<file path="src/include/fpwm_pkg.sv">
// constants for the fan pwm and tachometer controller
package fpwm_pkg;
    localparam int unsigned CLK_HZ = 40000000;
    localparam logic [11:0] ADDR_FAN_CFG = 12'h000;
    localparam logic [11:0] ADDR_RATE_DIV = 12'h004;
    localparam logic [11:0] ADDR_TICK_CNT = 12'h008;
    localparam int CFG_DUTY_LSB = 0;
    localparam int CFG_INV_BIT = 8;
    localparam int CFG_OD_BIT = 9;
    localparam int CFG_TOTAL_BIT = 10;
    localparam int CFG_GATE_BIT = 11;
    localparam logic [15:0] RATE_DIV_RESET = 16'h0018;
    localparam logic [11:0] CFG_RESET = 12'h000;
    localparam int unsigned STEPS_PER_PERIOD = 256;
    localparam int unsigned GATE_DELAY_NS = 10000;
    localparam int unsigned GATE_DELAY_CYC = (GATE_DELAY_NS * (CLK_HZ / 1000000) + 999) / 1000;
    localparam int unsigned WINDOW_S = 1;
    localparam int unsigned WINDOW_CYC = WINDOW_S * CLK_HZ;
endpackage : fpwm_pkg

</file>
<file path="src/design/fpwm_wave.sv">
// pwm waveform generator: rate divider, 8-bit phase, duty compare
`timescale 1ns/1ps
module fpwm_wave (
    input wire logic clk_i,          // core clock
    input wire logic rst_n_i,        // sync reset, active low
    input wire logic [15:0] div_i,   // rate divider
    input wire logic [7:0] duty_i,   // duty setting
    output logic wave_o              // uninverted pwm
);
    logic [15:0] pre_q;
    logic [7:0] phase_q;
    logic step;

    // zero divider treated as one so the phase still advances
    assign step = (pre_q + 16'h0001 >= div_i);

    always_ff @(posedge clk_i) begin
        if (!rst_n_i) begin
            pre_q <= 16'h0000;
        end else if (step) begin
            pre_q <= 16'h0000;
        end else begin
            pre_q <= pre_q + 16'h0001;
        end
    end

    always_ff @(posedge clk_i) begin
        if (!rst_n_i) begin
            phase_q <= 8'h00;
        end else if (step) begin
            phase_q <= phase_q + 8'h01;
        end
    end

    // 255 means fully on, otherwise high for duty steps of 256
    always_ff @(posedge clk_i) begin
        if (!rst_n_i) begin
            wave_o <= 1'b0;
        end else begin
            wave_o <= (duty_i == 8'hFF) || (phase_q < duty_i);
        end
    end
endmodule : fpwm_wave

</file>
<file path="src/design/fpwm_rotation_pulse_input.sv">
// tachometer edge counter with gate delay and one-second window
`timescale 1ns/1ps
module fpwm_rotation_pulse_input #(
    parameter int unsigned WINDOW_CYC = fpwm_pkg::WINDOW_CYC // window length in cycles
) (
    input wire logic clk_i,          // core clock
    input wire logic rst_n_i,        // sync reset, active low
    input wire logic rotation_pulse_input_i,        // synchronised tachometer
    input wire logic pwm_i,          // polarity-corrected pwm
    input wire logic gate_en_i,      // gating enable
    input wire logic total_i,        // free-running total mode
    output logic [15:0] count_o      // readable count
);
    localparam int unsigned DW = $clog2(fpwm_pkg::GATE_DELAY_CYC + 1);
    localparam int unsigned WW = $clog2(WINDOW_CYC + 1);
    logic rotation_pulse_input_q;
    logic [DW-1:0] dly_q;
    logic [WW-1:0] win_q;
    logic [15:0] total_q;
    logic [15:0] run_q;
    logic [15:0] win_cnt_q;
    logic gate_open;
    logic edge_seen;
    logic win_end;

    assign gate_open = !gate_en_i || (pwm_i && dly_q == DW'(fpwm_pkg::GATE_DELAY_CYC));
    assign edge_seen = rotation_pulse_input_i && !rotation_pulse_input_q && gate_open;
    assign win_end = (win_q == WW'(WINDOW_CYC - 1));

    always_ff @(posedge clk_i) begin
        if (!rst_n_i) begin
            rotation_pulse_input_q <= 1'b0;
        end else begin
            rotation_pulse_input_q <= rotation_pulse_input_i;
        end
    end

    // gate opens after fixed delay, closes at once on falling pwm
    always_ff @(posedge clk_i) begin
        if (!rst_n_i || !pwm_i) begin
            dly_q <= '0;
        end else if (dly_q != DW'(fpwm_pkg::GATE_DELAY_CYC)) begin
            dly_q <= dly_q + DW'(1);
        end
    end

    always_ff @(posedge clk_i) begin
        if (!rst_n_i || win_end) begin
            win_q <= '0;
        end else begin
            win_q <= win_q + WW'(1);
        end
    end

    always_ff @(posedge clk_i) begin
        if (!rst_n_i) begin
            total_q <= 16'h0000;
        end else if (edge_seen) begin
            total_q <= total_q + 16'h0001;
        end
    end

    // edge on the last window cycle starts the next window
    always_ff @(posedge clk_i) begin
        if (!rst_n_i) begin
            run_q <= 16'h0000;
            win_cnt_q <= 16'h0000;
        end else if (win_end) begin
            win_cnt_q <= run_q;
            run_q <= edge_seen ? 16'h0001 : 16'h0000;
        end else if (edge_seen) begin
            run_q <= run_q + 16'h0001;
        end
    end

    // total mode shows the live total, window mode the last latched count
    always_ff @(posedge clk_i) begin
        if (!rst_n_i) begin
            count_o <= 16'h0000;
        end else begin
            count_o <= total_i ? total_q : win_cnt_q;
        end
    end
endmodule : fpwm_rotation_pulse_input

</file>
<file path="src/design/fpwm_top.sv">
// fan pwm and tachometer controller with apb registers
`timescale 1ns/1ps
module fpwm_top #(
    parameter int unsigned WINDOW_CYC = fpwm_pkg::WINDOW_CYC // one-second window
) (
    input wire logic CLOCK_I,          // 40 MHz core clock
    input wire logic RESETN_I,         // sync reset, active low
    input wire logic PSEL_I,           // apb select
    input wire logic PENABLE_I,        // apb enable
    input wire logic PWRITE_I,         // apb direction
    input wire logic [11:0] PADDR_I,   // apb byte address
    input wire logic [31:0] PWDATA_I,  // apb write data
    output logic [31:0] PRDATA_O,      // apb read data
    output logic PREADY_O,             // apb ready
    output logic PSLVERR_O,            // apb error
    input wire logic ROTATION_PULSE_INPUT_I, // rotation pulse input pin
    output logic PWM_O_O,              // pwm pin output value
    output logic PWM_OE_O              // pwm pin output enable
);
    logic [11:0] cfg_q;
    logic [15:0] div_q;
    logic [1:0] rotation_pulse_input_sync_q;
    logic wave;
    logic pwm_corr;
    logic [15:0] tick_count;
    logic wr;
    logic rd;
    logic hit;

    assign wr = PSEL_I && PENABLE_I && PWRITE_I;
    assign rd = PSEL_I && PENABLE_I && !PWRITE_I;
    assign hit = (PADDR_I == fpwm_pkg::ADDR_FAN_CFG) || (PADDR_I == fpwm_pkg::ADDR_RATE_DIV)
        || (PADDR_I == fpwm_pkg::ADDR_TICK_CNT);
    assign PREADY_O = 1'b1;
    assign PSLVERR_O = PSEL_I && PENABLE_I && (!hit || (PWRITE_I
        && PADDR_I == fpwm_pkg::ADDR_TICK_CNT));

    always_ff @(posedge CLOCK_I) begin
        if (!RESETN_I) begin
            cfg_q <= fpwm_pkg::CFG_RESET;
        end else if (wr && PADDR_I == fpwm_pkg::ADDR_FAN_CFG) begin
            cfg_q <= PWDATA_I[11:0];
        end
    end

    always_ff @(posedge CLOCK_I) begin
        if (!RESETN_I) begin
            div_q <= fpwm_pkg::RATE_DIV_RESET;
        end else if (wr && PADDR_I == fpwm_pkg::ADDR_RATE_DIV) begin
            div_q <= PWDATA_I[15:0];
        end
    end

    always_ff @(posedge CLOCK_I) begin
        if (!RESETN_I) begin
            PRDATA_O <= 32'h0000_0000;
        end else if (PSEL_I && !PENABLE_I && !PWRITE_I) begin
            unique case (PADDR_I)
                fpwm_pkg::ADDR_FAN_CFG: PRDATA_O <= {20'h00000, cfg_q};
                fpwm_pkg::ADDR_RATE_DIV: PRDATA_O <= {16'h0000, div_q};
                fpwm_pkg::ADDR_TICK_CNT: PRDATA_O <= {16'h0000, tick_count};
                default: PRDATA_O <= 32'h0000_0000;
            endcase
        end
    end

    // pin is asynchronous to the core clock
    always_ff @(posedge CLOCK_I) begin
        if (!RESETN_I) begin
            rotation_pulse_input_sync_q <= 2'b00;
        end else begin
            rotation_pulse_input_sync_q <= {rotation_pulse_input_sync_q[0], ROTATION_PULSE_INPUT_I};
        end
    end

    fpwm_wave fpwm_wave_i (
        .clk_i(CLOCK_I),
        .rst_n_i(RESETN_I),
        .div_i(div_q),
        .duty_i(cfg_q[fpwm_pkg::CFG_DUTY_LSB +: 8]),
        .wave_o(wave)
    );

    // gate follows the polarity-corrected wave, i.e. before inversion
    assign pwm_corr = wave;

    fpwm_rotation_pulse_input #(.WINDOW_CYC(WINDOW_CYC)) fpwm_rotation_pulse_input_i (
        .clk_i(CLOCK_I),
        .rst_n_i(RESETN_I),
        .rotation_pulse_input_i(rotation_pulse_input_sync_q[1]),
        .pwm_i(pwm_corr),
        .gate_en_i(cfg_q[fpwm_pkg::CFG_GATE_BIT]),
        .total_i(cfg_q[fpwm_pkg::CFG_TOTAL_BIT]),
        .count_o(tick_count)
    );

    logic pin_level;
    assign pin_level = wave ^ cfg_q[fpwm_pkg::CFG_INV_BIT];

    always_ff @(posedge CLOCK_I) begin
        if (!RESETN_I) begin
            PWM_O_O <= 1'b0;
            PWM_OE_O <= 1'b0;
        end else if (cfg_q[fpwm_pkg::CFG_OD_BIT]) begin
            PWM_O_O <= 1'b0;
            PWM_OE_O <= !pin_level;
        end else begin
            PWM_O_O <= pin_level;
            PWM_OE_O <= 1'b1;
        end
    end
endmodule : fpwm_top

</file>
<file path="config.mk">
export PLATFORM = sky130hd
export DESIGN_NAME = fpwm_top
export DESIGN_NICKNAME = d
export VERILOG_FILES = /design/src/include/fpwm_pkg.sv /design/src/design/fpwm_wave.sv /design/src/design/fpwm_rotation_pulse_input.sv /design/src/design/fpwm_top.sv
export SDC_FILE = /design/constraint.sdc
export NUM_CORES = 1
export LEC_CHECK = 0
export BUFFER_PORTS_ARGS = -buffer_cell sky130_fd_sc_hd__buf_4
export CORE_UTILIZATION = 55
export CTS_BUF_LIST = sky130_fd_sc_hd__clkbuf_4 sky130_fd_sc_hd__clkbuf_8
export CTS_CLUSTER_DIAMETER = 60
export DETAILED_ROUTE_END_ITERATION = 7
export PLACE_DENSITY_LB_ADDON = 0.08
export SLEW_MARGIN = 5
export SYNTH_ARGS = -nofsm -noshare
export SYNTH_HDL_FRONTEND = slang
export SYNTH_SLANG_ARGS = --single-unit
</file>
<file path="constraint.sdc">
create_clock -name CLOCK_I -period 4.25 [get_ports CLOCK_I]
set_input_delay 0.6375 -clock CLOCK_I [delete_from_list [all_inputs] [get_ports CLOCK_I]]
set_output_delay 0.6375 -clock CLOCK_I [all_outputs]
set_load 0.01 [all_outputs]
</file>
==> flow_summary.json <==
{
  "grt_antenna_before_repair": 0,
  "crit_path_max_fanout": 25,
  "syn-cell-area_um2": 7950,
  "fin_setup_tns_ps": 0,
  "total_core_area_um2": 14000,
  "synth_largest_type_area_fraction_pct": 43.6,
  "cts-htree-levels": 4,
  "vias": 6006,
  "critical_path.slowest_cell": "dfxtp_1",
  "drt_iter0_drc": 520,
  "fin_cells": 1090,
  "power_density_over_the_cells_nw_per_um2": 319,
  "finish.net_count": 978,
  "root_buffer": "clkbuf_8",
  "flow.area_growth_from_synthesis_pct": 10.3,
  "maxClockFrequency_mhz": 309,
  "die_y_um": 122,
  "yosysSeqAreaShare_pct": 43.6,
  "yosys.cell_count.top_type": "dfxtp_1",
  "global_route.usage.total_pct": 23.1,
  "power.static_leakage_uw": 0.00313,
  "pre_cts_slack_ps": 1040,
  "fp-row-count": 43,
  "comb_power_share_pct": 3.6,
  "drt_first_pass_iters": 5,
  "timing.critical_path.to_type": "flip-flop",
  "avgSynthCellArea_um2": 9.30,
  "grt_pass1_wl_mm": 26.9,
  "drt_wl_total_mm": 16.2,
  "cp.required_ps": 4620,
  "cts.sinks": 173,
  "synth-seq-cells": 173,
  "min_period_ps": 3240,
  "postSynth.asyncResetShare_pct": 0,
  "cp-start-kind": "flip-flop",
  "yosysWarnings": 0,
  "cellInternalPower_uw": 2180,
  "place.port_buffers": 52,
  "clock_network_latency_to_the_later_pin_of_the_worst_skew_pair_ps": 440,
  "detail-route-antenna-nets": 0,
  "dp.cells": 1059,
  "worst-endpoint-arrival_ps": 3610,
  "endpoints_failing_setup": 0,
  "cts.repair_timing.setup_buffer_count": 0,
  "crit-reg2reg-launch": "fpwm_wave_i.pre_q[2]",
  "period_share_pct": 76.2,
  "yosys_most_used_dff": "dfxtp_1",
  "worstReg2RegEnd": "fpwm_wave_i.pre_q[15]",
  "clock_power_share_pct": 37.9,
  "synth_area_leaders": "dfxtp_1 (44%), mux2i_1 (5.9%), ha_1 (4.7%)",
  "cts.hold.buffers_added": 0,
  "maximum_clock_skew_at_final_layout_ps": 11.9,
  "final_core_utilization_pct": 62.7,
  "timing.hold.worst.start": "ROTATION_PULSE_INPUT_I",
  "post_synth_most_frequent_cells": "dfxtp_1 (173), nand2_1 (74), nor2_1 (58)",
  "n_antenna_cell": 0,
  "worst_slew_margin_rel_pct": 24.6,
  "die_x_um": 122,
  "ir_drop_worst_vdd_mv": 0.355,
  "grt-ovfl-total": 0,
  "whs_endpoint": "rotation_pulse_input_sync_q[0]",
  "hpwlAfterDp_mm": 11.8,
  "share_of_post_route_cells_with_drive_strength_above_1_pct": 11.5,
  "drt_drc_violations_left": 0,
  "worst_path_most_repeated_cell": "and4_1",
  "grt_setup_unrepaired": "no",
  "synthesis.instances": 854,
  "synthDominantAreaCellType": "dfxtp_1",
  "grt_max_degree": 77,
  "starting_density_pct": 56.8,
  "tightest_slew_ps": 1130,
  "timing.hold.worst.class": "input port to flip-flop",
  "cp_cell_sequence": "and4_1 -> and4_1 -> and4_1 -> and4_1 -> xor2_1 -> ha_1 -> and4_1 -> a221o_1 -> a31oi_1 -> buf_4 -> nand2_1 -> nor2b_1",
  "hold_depth": 2,
  "timing.setup.critical_path_class": "flip-flop to flip-flop",
  "p_sw_share_pct": 21.8,
  "status": "finished, final reports clean",
  "clk_transition_reported_paths_ps": 80,
  "clockBufferDepth": 2,
  "post_synth_num_cell_types": 54,
  "timing.reg2reg.setup_slack_ps": 1010,
  "p_switching_uw": 608,
  "first_global_vias": 5667,
  "rr_worst_depth": 12,
  "cts_tree": "yes",
  "boundaryPins": 86,
  "power.share.sequential_pct": 58.5,
  "max_cap_viol_count": 0,
  "wl_per_cell_um": 14.9,
  "fill_cells": 1189,
  "final-hold-violation-count": 0,
  "synth-edff-count": 0,
  "cts_inserted_buffers": 17,
  "replace_congestion": 0.892,
  "cts-resized-gates": 0,
  "cp_slowest_stage_delay_ps": 420,
  "number_of_max_slew_violations_in_the_final_report": 0,
  "detail_route.vias_per_cell": 5.51,
  "final_worst_setup_slack_ps": 1010,
  "tot_pwr_uw": 2790,
  "die_area_um2": 14900
}
==> routing by layer <==
metal / part of all wire (%) / GRT usage (%)
met5: 0 / 0
met4: 1.5 / 8.00
met3: 4.9 / 4.92
met2: 46 / 38.1
met1: 47 / 29.7
==> flip-flops by register name, indices dropped and copies added, names as in the netlist, 2 cells and up <==
| name | cells |
|---|---|
| PRDATA_O | 16 |
| cfg_q | 12 |
| div_q | 16 |
| fpwm_rotation_pulse_input_i.count_o | 16 |
| fpwm_rotation_pulse_input_i.dly_q | 9 |
| fpwm_rotation_pulse_input_i.run_q | 16 |
| fpwm_rotation_pulse_input_i.total_q | 16 |
| fpwm_rotation_pulse_input_i.win_cnt_q | 16 |
| fpwm_rotation_pulse_input_i.win_q | 26 |
| fpwm_wave_i.phase_q | 8 |
| fpwm_wave_i.pre_q | 16 |
| rotation_pulse_input_sync_q | 2 |
==> power by group through the flow <==
stage                     Clock (uW)  Sequential, uW  Combinational, uW
after global placement             0            1670               96.4
after floorplan                    0            1670               70.6
after detailed placement           0            1670               99.5
after global routing            1170            1640                111
after CTS                       1090            1630                100
final                           1060            1630               99.5
==> cells in the final DEF (no fill, tap or decap), types with 3 or more instances in the layout <==
master and count:
a21boi_0 21, inv_1 31, and2_1 21, nand2b_1 5
and3_1 18, nor2b_1 57, ha_1 30, xor2_1 39
clkbuf_4 4, clkinv_2 6, nand3_1 33, or4_1 4
a21o_1 3, conb_1 17, nand2_1 74, or3_1 14
nand4_1 19, nor2_1 58, xnor2_1 31, a21oi_1 15
clkbuf_8 19, dfxtp_1 173, and4_1 11, mux2i_1 47
o21ai_0 33, nor4_2 4, buf_4 60, a22oi_1 28
==> cells by family after synthesis <==
kind of cell    after synthesis  share of synthesized area, %
compound gates              113                          9.50
xor+xnor                     70                          7.72
fa+ha+maj                    30                          4.72
buf+inv                      81                          5.04
flops                       173                          43.6
mux                          47                          5.92
other cells                   2                        0.0945
simple gates                338                          23.4
==> per-stage QoR <==
step	hold WS (ps)	area, um^2
6_report	415	8760
5_1_grt	385	8760
4_1_cts	383	8760
3_5_place_dp	419	8410
3_3_place_gp	417	8410
2_1_floorplan	412	8000
==> critical path, delay by kind of cell, from the launching register on <==
family	cells	cell delay [ps]
adders and majority gates	1	270
and+or+nand+nor	7	1580
buffers and inverters	1	260
AOI/OAI and AO/OA	2	460
DFF	1	420
xor gates and xnor gates	1	190
==> final cells by class <==
type / count / area, um^2 / area share, %
multi-input combinational: 615 / 4150 / 47.4
sequential: 173 / 3460 / 39.5
timing repair buffer: 60 / 450 / 5.14
clock buffer: 23 / 292 / 3.33
tap: 180 / 225 / 2.57
inverter: 31 / 116 / 1.33
clock inverter: 8 / 67.6 / 0.771
==> worst max-delay path by stage <==
| stage | depth (start not counted) | endpoint | start | slack, ps |
|---|---|---|---|---|
| CTS | 12 | fpwm_wave_i.pre_q[12] | fpwm_wave_i.pre_q[2] | 1010 |
| global route | 12 | fpwm_wave_i.pre_q[11] | fpwm_wave_i.pre_q[2] | 770 |
| detailed placement | 12 | fpwm_wave_i.pre_q[12] | fpwm_wave_i.pre_q[2] | 1040 |
| floorplan | 12 | fpwm_wave_i.pre_q[1] | fpwm_wave_i.pre_q[2] | 1120 |
| global placement | 12 | fpwm_wave_i.pre_q[11] | fpwm_wave_i.pre_q[2] | 1110 |
| finish | 12 | fpwm_wave_i.pre_q[15] | fpwm_wave_i.pre_q[2] | 1010 |
No activity file was read; power rests on OpenSTA's default activity.
